**src/logic/eehc_pkg.sv**
```systemverilog
// Shared constants and types of the two-wire memory host controller.
// Assumes a 25 MHz system clock and a single target on an open-drain bus.
package eehc_pkg;

  // Clock and serial bit timing, each time in nanoseconds.
  localparam int unsigned CLK_PERIOD_NS = 40;
  localparam int unsigned SCL_PERIOD_NS = 10000;
  // A quarter of the serial clock is a least time, so it rounds up.
  localparam int unsigned Q_CYC =
    (SCL_PERIOD_NS / 4 + CLK_PERIOD_NS - 1) / CLK_PERIOD_NS;
  localparam int unsigned Q_W = 8;

  // Memory organisation of the target.
  localparam int unsigned ADDR_W = 14;
  localparam int unsigned PAGE_BYTES = 64;
  localparam int unsigned PAGE_COUNT = 256;
  localparam int unsigned PAGE_OFS_W = 6;
  localparam int unsigned CNT_W = 7;

  // Device address byte layout and strap values.
  localparam int unsigned TYPE_W = 4;
  localparam int unsigned STRAP_W = 3;
  localparam logic [STRAP_W-1:0] BALL_STRAP = 3'h1;
  localparam logic RW_READ = 1'b1;
  localparam logic RW_WRITE = 1'b0;
  localparam logic [1:0] AHI_PAD = 2'h0;

  // Clocks given during bus recovery before giving up.
  localparam logic [3:0] RECOVER_MAX = 4'h9;
  localparam logic [3:0] ACK_SLOT = 4'h8;

  typedef enum logic [2:0] {
    EEHC_IDLE, EEHC_START, EEHC_BYTE, EEHC_WAIT, EEHC_STOP, EEHC_RECOV
  } eehc_state_t;

  typedef enum logic [1:0] {
    OP_WRITE, OP_READ, OP_POLL, OP_RECOVER
  } eehc_op_t;

  typedef enum logic [2:0] {
    STG_DEV, STG_AHI, STG_ALO, STG_DATA, STG_RD
  } eehc_stage_t;

  typedef enum logic [1:0] {
    ERR_NONE, ERR_NACK, ERR_LEN, ERR_STUCK
  } eehc_err_t;

  typedef struct packed {
    eehc_op_t op;
    logic [STRAP_W-1:0] strap;
    logic [ADDR_W-1:0] addr;
    logic [CNT_W-1:0] count;
    logic keep_bus;
  } eehc_req_t;

  typedef struct packed {
    eehc_err_t err;
    eehc_stage_t stage;
    logic [7:0] rd_data;
  } eehc_resp_t;

endpackage

```
**src/logic/eehc_host.sv**
```systemverilog
// Bus master for a two-wire serial memory: writes, polls, reads, recovery.
// Assumes the serial clock is made here and the data line has a pull-up;
// the command and write data ports come from logic on the same clock.
//
// How it works
// - Start is data falling while clock high.
// - Stop is data rising while clock high.
// - Master may end with repeated Start instead.
// - Transmitter releases data for ninth-clock acknowledge.
// - Master no-acknowledges to end device sending.
// - Acknowledger releases data after ninth clock.
// - Recovery clocks up to nine, then Start; this host sends a Stop instead.
// - Address byte: type, three straps, direction.
// - Ball package straps fixed at 0,0,1.
// - Two word address bytes follow address byte.
// - Write: Start, address, word bytes, data.
// - Stop after data launches busy write cycle.
// - Up to 63 more bytes, Stop commits.
// - Do not overrun the page end.
// - Sample on clock rise, change after fall.
// - Bytes go MSB first, no idle clocks.
`timescale 1ns/1ps

module eehc_host
  import eehc_pkg::*;
#(
  parameter logic [Q_W-1:0] QUARTER = Q_CYC[Q_W-1:0],
  parameter logic [TYPE_W-1:0] DEV_TYPE = 4'h5, // Arbitrary value.
  parameter bit BALL_PKG = 1'b0
) (
  input wire logic clk,
  input wire logic rst_n,
  input wire logic req_valid,
  input wire eehc_req_t req,
  output logic req_ready,
  input wire logic wr_valid,
  input wire logic [7:0] wr_data,
  output logic wr_ready,
  output logic done,
  output eehc_resp_t resp,
  output logic scl_out,
  input wire logic sda_in,
  output logic sda_out,
  output logic sda_oe
);

  typedef struct packed {
    eehc_state_t state;
    eehc_stage_t stage;
    logic [Q_W-1:0] q;
    logic [1:0] ph;
    logic [3:0] bit_n;
    logic [7:0] sh;
    logic rxbit;
    logic [3:0] rcnt;
    eehc_req_t cmd;
    logic sda_s1;
    logic sda_s2;
    logic scl;
    logic sda_oe;
    logic sda_out;
    logic req_ready;
    logic wr_ready;
    logic done;
    eehc_resp_t resp;
  } eehc_st_t;

  // Reload one short, since the zero count is itself a counted cycle.
  localparam logic [Q_W-1:0] Q_LOAD = QUARTER - 8'h01;

  eehc_st_t s;
  eehc_st_t next_s;

  // Builds the device address byte; the ball package ignores the straps.
  function automatic logic [7:0] eehc_dev_byte(
    input logic [STRAP_W-1:0] strap,
    input logic rw
  );
    logic [STRAP_W-1:0] eff;
    eff = BALL_PKG ? BALL_STRAP : strap;
    return {DEV_TYPE, eff, rw};
  endfunction

  always_comb begin
    eehc_req_t c;
    logic [CNT_W-1:0] rem;
    logic tick;
    logic ack;
    logic fail;
    logic fin;
    c = s.cmd;
    rem = CNT_W'(PAGE_BYTES) - {1'b0, req.addr[PAGE_OFS_W-1:0]};
    tick = (s.q == '0);
    ack = ~s.rxbit;
    fail = 1'b0;
    fin = 1'b0;
    next_s = s;
    // The data line is a pin, so two flip-flops stand before any use.
    next_s.sda_s1 = sda_in;
    next_s.sda_s2 = s.sda_s1;
    next_s.done = 1'b0;
    next_s.sda_out = 1'b0;
    if (s.state != EEHC_IDLE && s.state != EEHC_WAIT) begin
      next_s.q = tick ? Q_LOAD : s.q - 8'h01;
      if (tick) begin
        next_s.ph = s.ph + 2'h1;
      end
    end
    unique case (s.state)
      EEHC_IDLE: begin
        next_s.req_ready = 1'b1;
        if (req_valid && s.req_ready) begin
          next_s.cmd = req;
          next_s.resp.err = ERR_NONE;
          next_s.resp.stage = STG_DEV;
          next_s.q = Q_LOAD;
          next_s.ph = 2'h0;
          next_s.bit_n = 4'h0;
          next_s.stage = STG_DEV;
          if (req.op == OP_RECOVER) begin
            next_s.req_ready = 1'b0;
            next_s.state = EEHC_RECOV;
            next_s.rcnt = 4'h0;
            next_s.scl = 1'b0;
            next_s.sda_oe = 1'b0;
          end else if (req.op == OP_WRITE &&
                       (req.count == '0 || req.count > rem)) begin
            // A write must fit in what is left of its page.
            next_s.done = 1'b1;
            next_s.resp.err = ERR_LEN;
          end else begin
            next_s.req_ready = 1'b0;
            next_s.state = EEHC_START;
            next_s.sh = eehc_dev_byte(req.strap,
              (req.op == OP_READ) ? RW_READ : RW_WRITE);
            // Clock drops first so that a held bus restarts cleanly.
            next_s.scl = 1'b0;
            next_s.sda_oe = 1'b0;
          end
        end
      end
      EEHC_START: begin
        // Clock rises over a released line, then data falls under it.
        if (tick) begin
          unique case (s.ph)
            2'h0: next_s.scl = 1'b1;
            2'h1: next_s.sda_oe = 1'b1;
            2'h2: next_s.sda_oe = 1'b1;
            2'h3: begin
              next_s.scl = 1'b0;
              next_s.state = EEHC_BYTE;
              next_s.bit_n = 4'h0;
            end
          endcase
        end
      end
      EEHC_BYTE: begin
        if (tick) begin
          unique case (s.ph)
            2'h0: begin
              // Data changes a quarter after the falling edge.
              // The ack slot and read bits leave the line free.
              next_s.sda_oe = (s.stage != STG_RD) &&
                              (s.bit_n != ACK_SLOT) && ~s.sh[7];
            end
            2'h1: next_s.scl = 1'b1;
            2'h2: next_s.rxbit = s.sda_s2;
            2'h3: begin
              next_s.scl = 1'b0;
              if (s.bit_n != ACK_SLOT) begin
                next_s.bit_n = s.bit_n + 4'h1;
                next_s.sh = {s.sh[6:0], s.rxbit};
              end else begin
                // Line stays released after the ninth clock.
                next_s.bit_n = 4'h0;
                next_s.sda_oe = 1'b0;
                next_s.resp.stage = s.stage;
                unique case (s.stage)
                  STG_DEV: begin
                    if (!ack) begin
                      fail = 1'b1;
                    end else if (c.op == OP_POLL) begin
                      fin = 1'b1;
                    end else if (c.op == OP_READ) begin
                      next_s.stage = STG_RD;
                    end else begin
                      next_s.stage = STG_AHI;
                      next_s.sh = {AHI_PAD, c.addr[13:8]};
                    end
                  end
                  STG_AHI: begin
                    if (!ack) begin
                      fail = 1'b1;
                    end else begin
                      next_s.stage = STG_ALO;
                      next_s.sh = c.addr[7:0];
                    end
                  end
                  STG_ALO: begin
                    if (!ack) begin
                      fail = 1'b1;
                    end else begin
                      next_s.stage = STG_DATA;
                      next_s.state = EEHC_WAIT;
                    end
                  end
                  STG_DATA: begin
                    if (!ack) begin
                      fail = 1'b1;
                    end else if (c.count == 7'h01) begin
                      fin = 1'b1;
                    end else begin
                      // The device advances within the page only.
                      next_s.cmd.count = c.count - 7'h01;
                      next_s.state = EEHC_WAIT;
                    end
                  end
                  STG_RD: begin
                    next_s.resp.rd_data = s.sh;
                    fin = 1'b1;
                  end
                  default: fail = 1'b1;
                endcase
              end
            end
          endcase
        end
      end
      EEHC_WAIT: begin
        // The clock is held low between bytes while data is awaited.
        // A slow source only stretches the low phase, which is allowed.
        next_s.wr_ready = 1'b1;
        if (s.wr_ready && wr_valid) begin
          next_s.wr_ready = 1'b0;
          next_s.sh = wr_data;
          next_s.state = EEHC_BYTE;
          next_s.bit_n = 4'h0;
          next_s.ph = 2'h0;
          next_s.q = Q_LOAD;
        end
      end
      EEHC_STOP: begin
        if (tick) begin
          unique case (s.ph)
            2'h0: next_s.sda_oe = 1'b1;
            2'h1: next_s.scl = 1'b1;
            // After a write this Stop starts the busy cycle.
            2'h2: next_s.sda_oe = 1'b0;
            2'h3: begin
              next_s.state = EEHC_IDLE;
              next_s.req_ready = 1'b1;
              next_s.done = 1'b1;
            end
          endcase
        end
      end
      EEHC_RECOV: begin
        // The line is left to the target while recovery clocks run.
        if (tick) begin
          unique case (s.ph)
            2'h0: next_s.sda_oe = 1'b0;
            2'h1: next_s.scl = 1'b1;
            2'h2: next_s.rxbit = s.sda_s2;
            2'h3: begin
              if (s.rxbit) begin
                // Line is free; a Stop leaves the bus idle.
                next_s.scl = 1'b0;
                next_s.state = EEHC_STOP;
              end else if (s.rcnt + 4'h1 == RECOVER_MAX) begin
                // Still held low after nine clocks: only power can help.
                next_s.resp.err = ERR_STUCK;
                next_s.state = EEHC_IDLE;
                next_s.req_ready = 1'b1;
                next_s.done = 1'b1;
              end else begin
                next_s.scl = 1'b0;
                next_s.rcnt = s.rcnt + 4'h1;
              end
            end
          endcase
        end
      end
      // An illegal state code falls back to a released, idle bus.
      default: begin
        next_s.state = EEHC_IDLE;
        next_s.scl = 1'b1;
        next_s.sda_oe = 1'b0;
      end
    endcase
    if (fail) begin
      next_s.resp.err = ERR_NACK;
      next_s.state = EEHC_STOP;
    end else if (fin) begin
      if (c.keep_bus) begin
        // Bus stays claimed for a repeated Start.
        next_s.state = EEHC_IDLE;
        next_s.req_ready = 1'b1;
        next_s.done = 1'b1;
      end else begin
        next_s.state = EEHC_STOP;
      end
    end
  end

  always_ff @(posedge clk or negedge rst_n) begin
    if (!rst_n) begin
      // Clock and data start at their idle high levels, so the first
      // synchronised sample cannot look like a falling edge.
      s <= '{
        state: EEHC_IDLE,
        stage: STG_DEV,
        cmd: '0,
        resp: '{err: ERR_NONE, stage: STG_DEV, rd_data: 8'h00},
        scl: 1'b1,
        sda_s1: 1'b1,
        sda_s2: 1'b1,
        rxbit: 1'b1,
        default: '0
      };
    end else begin
      s <= next_s;
    end
  end

  assign req_ready = s.req_ready;
  assign wr_ready = s.wr_ready;
  assign done = s.done;
  assign resp = s.resp;
  assign scl_out = s.scl;
  assign sda_out = s.sda_out;
  assign sda_oe = s.sda_oe;

endmodule

```
**config.mk**
```make
export PLATFORM = sky130hd
export DESIGN_NAME = eehc_host
export DESIGN_NICKNAME = d
export VERILOG_FILES = /design/src/logic/eehc_pkg.sv /design/src/logic/eehc_host.sv
export SDC_FILE = /design/constraint.sdc
export NUM_CORES = 1
export LEC_CHECK = 0
export BUFFER_PORTS_ARGS = -buffer_cell sky130_fd_sc_hd__buf_2
export CAP_MARGIN = 20
export CORE_ASPECT_RATIO = 0.8
export CORE_MARGIN = 2
export CORE_UTILIZATION = 41
export DETAILED_ROUTE_END_ITERATION = 16
export PLACE_DENSITY = 0.71
export SLEW_MARGIN = 20
export SYNTH_ARGS = -nofsm -noshare
export SYNTH_HDL_FRONTEND = slang
export SYNTH_SLANG_ARGS = --single-unit
```
**constraint.sdc**
```tcl
create_clock -name clk -period 3.66 [get_ports clk]
set_clock_uncertainty 0.2 [all_clocks]
set_input_delay 0.183 -clock clk [delete_from_list [all_inputs] [get_ports clk]]
set_output_delay 0.183 -clock clk [all_outputs]
set_load 0.05 [all_outputs]
```
[Yosys cells after proc, flatten, opt, wreduce, memory -nomap -nowiden]
Index checks and enable logic that the tools add are counted.
Widths: inputs -> output; s select.
Operators by class
  $add $sub $neg: 6
  equality and inequality tests: 82
  mux-type cells: 133
  reduce and logical (&&, ||, !) cells: 35
  magnitude comparators: 1
  bitwise operators: 3
Operators with widths (number)
  $mux 3: 26
  $mux 8: 8
  $ne 4x4->1 const B: 15
  $mux 7: 6
  $mux 1: 39
  $ne 3x3->1 const B: 13
  $reduce_and 12->1: 3
  $ne 2x2->1 const B: 17
  $mux 11: 3
  $mux 31: 1
  $mux 6: 5
  $mux 28: 1
  $ne 5x5->1 const B: 5
  $mux 12: 2
  $mux 4: 6
  $pmux 8 s3: 1
  $mux 22: 1
  $pmux 10 s2: 1
  $mux 2: 9
  $pmux 3 s2: 3
  $pmux 3 s6: 1
  $reduce_and 17->1: 1
  $pmux 4 s4: 1
  $pmux 8 s2: 1
  49 further kinds: 91
Storage, ports and cells
  flip-flop bits (word level): 80
  input bits: 40
  word-level logic and storage cells: 283
  output and inout bits: 19

[Longest topological paths before layout]
Gate-level depths: netlist of run 1.
  depth after elaboration: 11
  depth in mapped cells: 11

[Worst setup path after synthesis of run 1]
Ideal clock, no wire load.
  kind: register to register
  start: reg s[65] in the netlist's numbering
  end: reg s[79] in the netlist's numbering
  data required time: 3335 ps
  setup time: 125 ps
  path buffers: 1
  arrival: 2482 ps
  setup slack: 853 ps
  cell stages (with the launch flop): 9
  path through: dfrtp_1 -> ha_1 -> clkbuf_1 -> or4bb_1 -> nor4_4 -> nand3_1 -> nor2b_1 -> a21oi_1 -> mux2_2
On the way
  word-level cells in the longest chain between the ends: 6
RTL lines
  from (decl): RTL line eehc_host.sv:71  | eehc_st_t s;
  from (signal assigned): RTL line eehc_host.sv:309  | s <= '{
  from (signal assigned): RTL line eehc_host.sv:321  | s <= next_s;
  $eq 2x2->1 (*)
  $mux 1: RTL line eehc_host.sv:159  | unique case (s.ph)
  $mux 1: RTL line eehc_host.sv:158  | if (tick) begin
  $mux 1: RTL line eehc_host.sv:109  | unique case (s.state)
  $ne 5x3->1 (no line) (tied with other cells)
  $reduce_and 17->1 (no line) / $mux 3 (equally long branches)
Every way passes the cells marked *; elsewhere a longest branch is shown, timed or not.
A chain may end at the register's enable or synchronous reset.

[Worst setup path in the final report of run 1]
  start: in req[8] in the netlist's numbering
  end: reg s[58] in the netlist's numbering
On the way
  word-level cells in the longest chain between the ends: 6
RTL lines
  from (decl): RTL line eehc_host.sv:34  | input wire eehc_req_t req,
  $sub 7x6->7: RTL line eehc_host.sv:92  | rem = CNT_W'(PAGE_BYTES) - {1'b0, req.addr[PAGE_OFS_W-1:0]};
  $gt 7x7->1: RTL line eehc_host.sv:127  | (req.count == '0 || req.count > rem)) begin
  $logic_or 1x1->1: RTL line eehc_host.sv:127
  $logic_and 1x1->1: RTL line eehc_host.sv:126  | end else if (req.op == OP_WRITE &&
  $ne 2x2->1 (no line)
  $reduce_and 12->1 (no line)
No other way between the ends.

==> results of run 1 <==
-- cells by family (layout without fill, tap and decap cells) --
group,after synthesis,after routing,synth area share (%)
buffers and inverters,62,132,6.054
multiplexers,29,29,6.602
XOR/XNOR,11,11,2.009
adder cells (fa/ha/maj),19,19,4.958
AO/OA/AOI/OAI,129,129,18.37
flip-flops,77,77,40.29
other,1,1,0.07821
AND/OR/NAND/NOR,211,211,21.63
-- per-layer routing --
layer	vias to the layer above	GRT usage, %
met5	-	0
met4	0	6.239
met3	15	4.140
met2	155	33.21
met1	2110	29.10
li1	2060	-
-- metrics by stage --
stage	utilization [%]	setup slack (ns)	power [uW]	cell area [um2]	hold WS [ns]
global placement	44.89	0.4064	971.4	5150	0.09133
finish	49.41	0.2770	1821	5669	0.01610
CTS	49.32	0.1331	1837	5659	0.003042
floorplan	-	0.8529	916.8	4795	-0.3126
global route	49.41	0.04697	1881	5669	0.03885
detailed placement	44.89	0.3206	973.2	5150	0.09021
-- path summary, 6_finish.rpt --
kind / from / to / slack, ns / cells after the start
setup / recovery: req[8] / s[58]$_DFFE_PN0P_ / 0.28 / 13
min in group asynchronous: rst_n / s[69]$_DFF_PN0_ / 0.24 / 2
setup reg to reg: s[69]$_DFF_PN0_ / sda_oe$_DFFE_PN0P_ / 0.55 / 6
hold / removal: req[3] / s[24]$_DFFE_PN0P_ / 0.02 / 3
max in group asynchronous: rst_n / resp[3]$_DFFE_PN0P_ / 2.53 / 2
hold reg to reg: next_s[19]$_DFF_PN1_ / s[19]$_DFF_PN1_ / 0.16 / 0
-- power breakdown --
group | switching [uW] | leakage, uW | internal [uW] | total, uW
logic | 66.0 | 0.00150 | 54.0 | 120
registers | 1.94 | 0.000982 | 855 | 857
clock network | 351 | 0.000138 | 493 | 844
total | 419 | 0.00262 | 1400 | 1820
-- synthesized netlist by cell type, drive strengths merged (8+ instances only) --
master	instances	area share (%)
nand2	93	7.3
mux2	21	4.9
ha	19	5.0
dfrtp	73	38
nor2	37	2.9
buf	18	2.6
a21oi	21	2.2
nor3	10	1.0
inv	26	2.0
o21ai	38	4.0
mux2i	8	1.7
clkbuf	18	1.4
nand3	14	1.5
-- registers in the layout, summed over array words and instances (netlist names) --
signal     count
s             58
resp          13
done           1
next_s         1
req_ready      1
scl_out        1
sda_oe         1
wr_ready       1
-- final cells by class --
type                    count  share of cell area (%)
repair buffers             90                   10.53
well taps                 148                   3.266
clock buffers              12                   4.524
inverters                  26                   1.721
flip-flops and latches     77                   34.08
multi-input cells         400                   45.49
clock inverters             4                  0.3973
-- tightest hold or removal path: stages --
cell and delay, ns:
buf_2 0.12, a32oi_1 0.06, o21ai_0 0.15
-- repair_timing --
item / in CTS / in global routing
endpoints found under the setup margin: 0 / 8
hold endpoints to repair: 95 / 0
gates resized for setup: 0 / 1
hold buffers: 23 / 0
buffers inserted: 0 / 0
==> impl_results.md, run 1 <==
- DRC viols: 0
- RSZ-0062 raised after global routing: no
- CTS tree: done
- Placed cell count: 718
- Worst path bufs/invs: 3
- Mapped Area: 0.004795 mm2
- Via density: 5.733
- Top Metal Used: met4
- Outcome: finished clean
- Fillcell total: 1085
- Commonest register cell after synthesis: dfrtp_1
- Fin cells: 757
- Fin nets: 663
- Post-Syn Nets: 598
- Final WL: 12.72 mm
- Mapped Cells: 539
- Met1 Wirelength: 6.084 mm
- Most common cell after layout, fill and taps aside: nand2_1
- Footprint of the multi-input gates: 0.002579 mm2
- Commonest non-fill, non-tap cells in the layout: nand2_1, dfrtp_1, buf_2, o21ai_0, nor2_1
- Met2 WL: 5.661 mm
- H-tree level count: 3
- Final HPWL DP: 9.343 mm
- Slew Viols, Final: 0
- Share of layout cells above drive strength 1: 19.70%
- CP top delay family: compound AO/OA/AOI/OAI gates
- Final hold violation count: 0
- Period minus WS final: 3.383 ns
- Max clock buf depth: 2
- YS warnings: 0
- Buffers on Ports: 57
- Crit path max-delay cell type: dlygate4sd3_1
- Initial core utilization: 41.79%
- Worst Setup End Kind: flop
- DR WL met3: 791 um
- WS Path Type: in2reg
- Yosys reg bits: 77
- Clk sink count: 77
- TritonCTS Buffers: 9
- Final worst-path cycle share: 92.43%
- Vias in the first global route: 4144
- Post-synth EDFFs: 0
- Die ar.: 0.01258 mm2
- Worst stage delay on the critical path: 0.53 ns
- Slew margin rel.: 50.68%
- FMAX: 295.6 MHz
- Crit-path most repeated cell: ha_1
- Hold Crit Class: in2reg
- Routed len/inst: 16.81 um
- Syn-to-layout area delta: 18.24%
- Clk_lat worst skew: 0.34 ns
- Largest net degree at the start of global routing: 78
- Startpoint type of the worst setup path: input port
- MaxCap Viol Count: 0
- Initial antenna violation count: 0
- Area of the core: 0.01147 mm2
- Boundary Pins: 59
- Final GP Congestion: 0.9880
- CP max FO: 8
- Routed Antenna Nets: 0
- GRT Util Overall: 20.86%
- Die X-Extent: 124.9 um
- GR Overflow Total: 0
- Worst-path clk slew: 0.06 ns
- PwrDens: 321.2 mW/mm2
- Avg Inst Size Synth: 8.895 um2
- Worst Max-Slew Pin Slew: 0.7296 ns
- P_leak: 0.002618 uW
- N_diodes: 0
- Final TNS setup: 0 ns
- Crit-path cells: dlygate4sd3_1 -> buf_2 -> inv_1 -> ha_1 -> nand2_1 -> or3_1 -> ha_1 -> a21oi_1 -> o21ai_0 -> o22ai_1 -> o21a_1 -> o2111ai_2 -> mux2_2
- First-pass GRT wire length: 20.83 mm
- CP Data Required Time: 3.69 ns
- Synth unique cells: 68
- Die H: 100.7 um
- Detailed Routing Iterations Pass 1: 5
- Final setup violating endpoints: 0
- CTS root buffer: clkbuf_16
- Post-synth ARST share: 100.0%
- FP Rows: 35
- DRT iter0 DRCs: 392
- Register area: 0.001932 mm2
- Maximum vdd ir drop: 0.1880 mV
- Register area share after synthesis: 40.29%
- Vias: 4340
- WP data arrival: 3.41 ns
Power figures use the tool's default switching activity.
==> run 2: changes to the inputs <==
- clock period: 3.66 -> 3.9 ns (I/O delays scaled with it)
==> run 2 against run 1 <==
Worst hold slack worse by 0.011 ns; routed wire length is 0.57% lower; non-clock buffer count is 4 lower; clock-buffer cell count stayed put; critical path depth stayed put; critical endpoint is now s[53]$_DFFE_PN0P_; largest power group is now the clock network.
==> impl_results.md, run 2 (same netlist as run 1, synthesis figures left out) <==
- FP Rows: 35 (unchanged)
- Final worst-path cycle share: 91.33%
- Register area: 0.001932 mm2 (unchanged)
- Fin area: 0.005637 mm2 (-0.57%)
- Final setup violating endpoints: 0 (unchanged)
- CTS tree: done
- Clk_lat worst skew: 0.34 ns (about the same)
- RSZ-0062 raised after global routing: no
- Pre-CTS WS: 0.5505 ns (+0.2298 ns)
- Syn-to-layout area delta: 17.56%
- Area of the core: 0.01147 mm2 (unchanged)
- Total power: 1743 uW (-4.3%)
- Flop pwr share: 46.2% (-0.9 points)
- Startpoint type of the worst setup path: input port
- Share of layout cells above drive strength 1: 19.34% (-0.37 points)
- N_diodes: 0 (unchanged)
- Postcts setup bufs: 0 (unchanged)
- Psw: 381.1 uW (-9.1%)
- Die H: 100.7 um (unchanged)
- Initial antenna violation count: 0 (unchanged)
- Fin cells: 753 (-0.53%)
- Post-DP Area: 0.005142 mm2 (-0.15%)
- Sw frac: 21.87% (-1.2 points)
- Initial core utilization: 41.79% (unchanged)
- Largest register by flop count: s
- Slew margin rel.: 34.73% (-16 points)
- Final HPWL DP: 9.309 mm (-0.35%)
- Placed cell count: 717 (-0.14%)
- Worst Max-Slew Pin Slew: 0.9790 ns (+0.2494 ns)
- CP Data Required Time: 3.92 ns (+0.23 ns)
- Internal power: 1362 uW (-2.9%)
- PwrDens: 309.2 mW/mm2 (-3.7%)
- Clk sink count: 77 (unchanged)
- MaxCap Viol Count: 0 (unchanged)
- Footprint of the multi-input gates: 0.002572 mm2 (-0.24%)
- Period minus WS final: 3.562 ns
- WS Path Type: in2reg
- Commonest non-fill, non-tap cells in the layout: nand2_1, dfrtp_1, buf_2, o21ai_0, nor2_1
- Max reg flops: 58 (unchanged)
- WP data arrival: 3.58 ns (+0.17 ns)
- Buffers on Ports: 57 (unchanged)
- CP max FO: 8 (unchanged)
- Via density: 5.700 (-0.58%)
- Final TNS setup: 0 ns (unchanged)
- CTS root buffer: clkbuf_16
- First-pass GRT wire length: 20.88 mm (+0.23%)
- Die ar.: 0.01258 mm2 (unchanged)
- Hold Crit Class: in2reg
- GR Overflow Total: 0 (unchanged)
- DRT iter0 DRCs: 350 (-11%)
- P_leak: 0.002604 uW (-0.53%)
- DRC viols: 0 (unchanged)
- Die X-Extent: 124.9 um (unchanged)
- GRT Util Overall: 20.65% (-0.21 points)
- Largest net degree at the start of global routing: 78 (unchanged)
- Slew Viols, Final: 0 (unchanged)
- Maximum vdd ir drop: 0.2582 mV (+37%)
- Worst-path clk slew: 0.06 ns (about the same)
- Vias in the first global route: 4096 (-1.2%)
- Fin nets: 659 (-0.60%)
- TritonCTS Buffers: 9 (unchanged)
- Final setup margin: 0.3383 ns (+0.06133 ns)
- Detailed Routing Iterations Pass 1: 5 (unchanged)
- Boundary Pins: 59 (unchanged)
- Worst Setup End Kind: flop
- H-tree level count: 3 (unchanged)
- Max clock buf depth: 2 (unchanged)
- Final hold violation count: 0 (unchanged)
- Most common cell after layout, fill and taps aside: nand2_1
- Routed len/inst: 16.80 um (about the same)
- Outcome: finished clean
- Clock share of power: 47.6% (+1.3 points)
- Final WL: 12.65 mm (-0.57%)
- FMAX: 280.8 MHz
- Fillcell total: 1093 (+0.74%)
- Final GP Congestion: 0.9674 (-2.1%)
- Vias: 4292 (-1.1%)
- Combinational share of power: 6.3% (-0.3 points)
- Routed Antenna Nets: 0 (unchanged)
run 2: cell types whose count changed in the layout (fill, tap and decap cells not counted):
cell           change
clkbuf_1           +1
clkinv_2           -1
o2111ai_2          -1
bufinv_16          +1
dlygate4sd3_1      -3
clkbuf_8           -1
buf_6              -1
o2111ai_1          +1
run 2: layer usage:
metal  up-vias  track usage [%]  part of all wire, %
met5         -                0                    0
met4         0            6.068                  1.6
met3        18            4.618                  7.0
met2       173            32.49                   44
met1      2046            28.84                   47
li1       2055                -                    -
run 2: final cells by class:
| class | count | area share, % |
|---|---|---|
| Multi-Input combinational cell | 400 | 45.64 |
| Sequential cell | 77 | 34.27 |
| Timing Repair Buffer | 86 | 9.856 |
| Clock buffer | 12 | 4.373 |
| Tap cell | 148 | 3.285 |
| Inverter | 26 | 1.731 |
| Clock inverter | 4 | 0.8435 |
run 2: final timing paths:
| kind | to | slack [ns] | start | cells after the start |
|---|---|---|---|---|
| setup / recovery | s[53]$_DFFE_PN0P_ | 0.34 | req[8] | 13 |
| hold / removal | s[24]$_DFFE_PN0P_ | 0.005 | req[3] | 3 |
| setup reg to reg | s[79]$_DFFE_PN0P_ | 0.69 | s[65]$_DFF_PN0_ | 7 |
| hold reg to reg | s[19]$_DFF_PN1_ | 0.16 | next_s[19]$_DFF_PN1_ | 0 |
| max in group asynchronous | s[41]$_DFFE_PN0P_ | 2.51 | rst_n | 2 |
| min in group asynchronous | s[70]$_DFF_PN0_ | 0.37 | rst_n | 2 |
run 2: repair_timing:
| action | CTS | global route |
|---|---|---|
| endpoints found under the hold margin | 92 | 0 |
| gates resized for setup | 0 | 0 |
| hold buffers | 20 | 0 |
run 2: worst max-delay path: stages:
cell and delay, ns:
dlygate4sd3_1 0.53, buf_2 0.15, inv_1 0.07, ha_1 0.18
nand2_1 0.09, or3_1 0.32, ha_1 0.31, a21oi_1 0.15
o21ai_0 0.09, o22ai_1 0.42, o21a_1 0.23, o2111ai_1 0.42
mux2_2 0.43
run 2: per-stage QoR:
step	utilization (%)	hold slack, ns
after global placement	44.82	0.1022
after global routing	49.13	0.007061
final	49.13	0.005039
after floorplan	-	-0.3006
after CTS	49.13	0.002336
after detailed placement	44.82	0.1011
run 2: power by group through the flow:
| stage | sequential, uW | combinational (uW) | clock (uW) |
|---|---|---|---|
| after floorplan | 818 | 42.0 | 0 |
| after global placement | 818 | 93.4 | 0 |
| after detailed placement | 819 | 93.8 | 0 |
| after CTS | 804 | 109 | 847 |
| after global routing | 804 | 123 | 882 |
| final | 804 | 109 | 829 |
==> run 3: changes to the inputs <==
- BUFFER_PORTS_ARGS: -buffer_cell sky130_fd_sc_hd__buf_2 -> -buffer_cell sky130_fd_sc_hd__buf_4
- CORE_MARGIN: 2 -> 1.5
==> run 3 against run 2 <==
Final area is 3.4% higher; combinational power is 13% higher; clock-buffer cell count decreased by 3; clock power increased by 3.7%; maximum frequency is 1.3% lower; via count grew 0.77%; cell count up 0.53%; non-clock buffer count up 4; setup slack lost 0.048 ns; sequential share of layout area is 1.1 points lower; first-iteration DRC count grew 33%; critical path type unchanged; critical endpoint is now s[59]$_DFFE_PN0P_.
==> impl_results.md, run 3 (same netlist as run 1, synthesis figures left out) <==
- Initial antenna violation count: 0 (unchanged)
- Clk_lat worst skew: 0.34 ns (about the same)
- Met3 Resource Use GR: 4.931% (+0.31 points)
- Initial core utilization: 41.79% (unchanged)
- Area of the core: 0.01147 mm2 (unchanged)
- Worst Setup End Kind: flop
- Outcome: finished clean
- Detailed Routing Iterations Pass 1: 5 (unchanged)
- Fillcell total: 1070 (-2.1%)
- CP Data Required Time: 3.92 ns (about the same)
- Vias: 4325 (+0.77%)
- Share of layout cells above drive strength 1: 19.70% (+0.37 points)
- Worst Max-Slew Pin Slew: 0.9760 ns (-0.002998 ns)
- Worst-path clk slew: 0.06 ns (about the same)
- Slew Viols, Final: 0 (unchanged)
- Final TNS setup: 0 ns (unchanged)
- CP max FO: 8 (unchanged)
- N_diodes: 0 (unchanged)
- Fin nets: 663 (+0.61%)
- DRC viols: 0 (unchanged)
- Final setup violating endpoints: 0 (unchanged)
- Die H: 99.72 um (-0.99%)
- Maximum vdd ir drop: 0.2182 mV (-15%)
- Final HPWL DP: 9.543 mm (+2.5%)
- Met1 usage: 33.01% (+4.2 points)
- RSZ-0062 raised after global routing: no
- Die X-Extent: 123.9 um (-0.80%)
- Flop pwr share: 45.0% (-1.2 points)
- Hold Crit Class: in2reg
- DRT iter0 DRCs: 466 (+33%)
- Period minus WS final: 3.610 ns (+0.04838 ns)
- GR Overflow Total: 0 (unchanged)
- Largest net degree at the start of global routing: 78 (unchanged)
- Resize count post-CTS: 0 (unchanged)
- Clk sink count: 77 (unchanged)
- Via density: 5.713 (+0.24%)
- Final WL: 12.94 mm (+2.3%)
- Slew margin rel.: 34.93% (+0.20 points)
- CTS root buffer: clkbuf_16
- Largest register by flop count: s
- Routing usage on met2: 33.49% (+1.0 points)
- GRT busiest layer: met2
- PwrDens: 306.8 mW/mm2 (-0.78%)
- TritonCTS Buffers: 9 (unchanged)
- Max reg flops: 58 (unchanged)
- Die ar.: 0.01236 mm2 (-1.8%)
- Routed Antenna Nets: 0 (unchanged)
- H-tree level count: 3 (unchanged)
- Total power: 1787 uW (+2.5%)
- Final GP Congestion: 0.9356 (-3.3%)
- Final worst-path cycle share: 92.57% (+1.2 points)
- Buffers on Ports: 57 (unchanged)
- Final hold violation count: 0 (unchanged)
- Final hold slack: 0.01344 ns (+0.008401 ns)
- FMAX: 277.0 MHz (-1.3%)
- Routed len/inst: 17.10 um (+1.8%)
- Startpoint type of the worst setup path: input port
- P_leak: 0.002674 uW (+2.7%)
- FP Rows: 35 (unchanged)
- Combinational share of power: 6.9% (+0.6 points)
- Most common cell after layout, fill and taps aside: nand2_1
- Internal power: 1370 uW (+0.57%)
- Clock share of power: 48.1% (+0.5 points)
- Max clock buf depth: 2 (unchanged)
- GRT Util Overall: 22.55% (+1.9 points)
- Syn-to-layout area delta: 21.50%
- MaxCap Viol Count: 0 (unchanged)
- First-pass GRT wire length: 21.64 mm (+3.6%)
- Boundary Pins: 59 (unchanged)
- Final core occ: 50.77% (+1.6 points)
- Psw: 417.7 uW (+9.6%)
- WP data arrival: 3.63 ns (+0.05 ns)
- Footprint of the multi-input gates: 0.002572 mm2 (unchanged)
- CTS tree: done
- Sw frac: 23.37% (+1.5 points)
- WS Path Type: in2reg
- Register area: 0.001932 mm2 (unchanged)
- Vias in the first global route: 4261 (+4.0%)
- Commonest non-fill, non-tap cells in the layout: nand2_1, dfrtp_1, buf_4, o21ai_0, nor2_1
## run 3: cell types whose count changed in the layout (fill, tap and decap cells not counted), moves of 2 or more
| cell | previous run | this run |
|---|---|---|
| buf_4 | 10 | 67 |
| buf_2 | 56 | 0 |
| inv_8 | 0 | 2 |
| clkbuf_1 | 2 | 0 |
| dlygate4sd3_1 | 20 | 23 |
| inv_6 | 0 | 2 |
## run 3: worst max-delay path: stages
cell and delay (ns):
dlygate4sd3_1 0.54, buf_4 0.15, inv_1 0.06, ha_1 0.18
nand2_1 0.09, or3_1 0.32, ha_1 0.32, a21oi_1 0.14
o21ai_0 0.09, o22ai_1 0.42, o21a_1 0.25, o2111ai_1 0.43
mux2_2 0.45
## run 3: metrics by stage
stage	setup slack [ns]	instances	cell area, um2
6_report	0.2899	757	5826
5_1_grt	0.004095	757	5826
4_1_cts	0.3010	757	5826
3_5_place_dp	0.5246	718	5290
3_3_place_gp	0.6085	718	5290
2_1_floorplan	1.093	539	4795
## run 3: worst paths after layout
check | start | endpoint | slack [ns] | cells after the start
setup / recovery | req[8] | s[59]$_DFFE_PN0P_ | 0.29 | 13
hold / removal | req[22] | s[54]$_DFFE_PN0P_ | 0.01 | 4
setup reg to reg | s[65]$_DFF_PN0_ | s[79]$_DFFE_PN0P_ | 0.59 | 7
hold reg to reg | next_s[19]$_DFF_PN1_ | s[19]$_DFF_PN1_ | 0.16 | 0
max in group asynchronous | rst_n | s[79]$_DFFE_PN0P_ | 2.52 | 2
min in group asynchronous | rst_n | s[73]$_DFF_PN0_ | 0.36 | 2
## run 3: power groups by stage
| stage | Combinational [uW] | Sequential [uW] | Clock, uW |
|---|---|---|---|
| after global routing | 138 | 803 | 915 |
| after global placement | 104 | 818 | 0 |
| final | 123 | 804 | 860 |
| after CTS | 124 | 804 | 877 |
| after floorplan | 42.0 | 818 | 0 |
| after detailed placement | 106 | 819 | 0 |
## run 3: timing repair
action | CTS | global route
hold buffers | 23 | 0
hold endpoints to repair | 95 | 0
setup buffers | 0 | 0
## run 3: final cells by class
class	count	area share (%)
Clock buffer	9	3.866
Clock inverter	7	1.375
Inverter	26	1.675
Multi-Input combinational cell	400	44.16
Sequential cell	77	33.16
Tap cell	148	3.179
Timing Repair Buffer	90	12.59
## run 3: metal layers
layer  wire length [um]  vias to the layer above
met2               5860                      180
met3                899                       15
met5                  0                        -
met4                200                        0
met1               5983                     2078
li1                   -                     2052
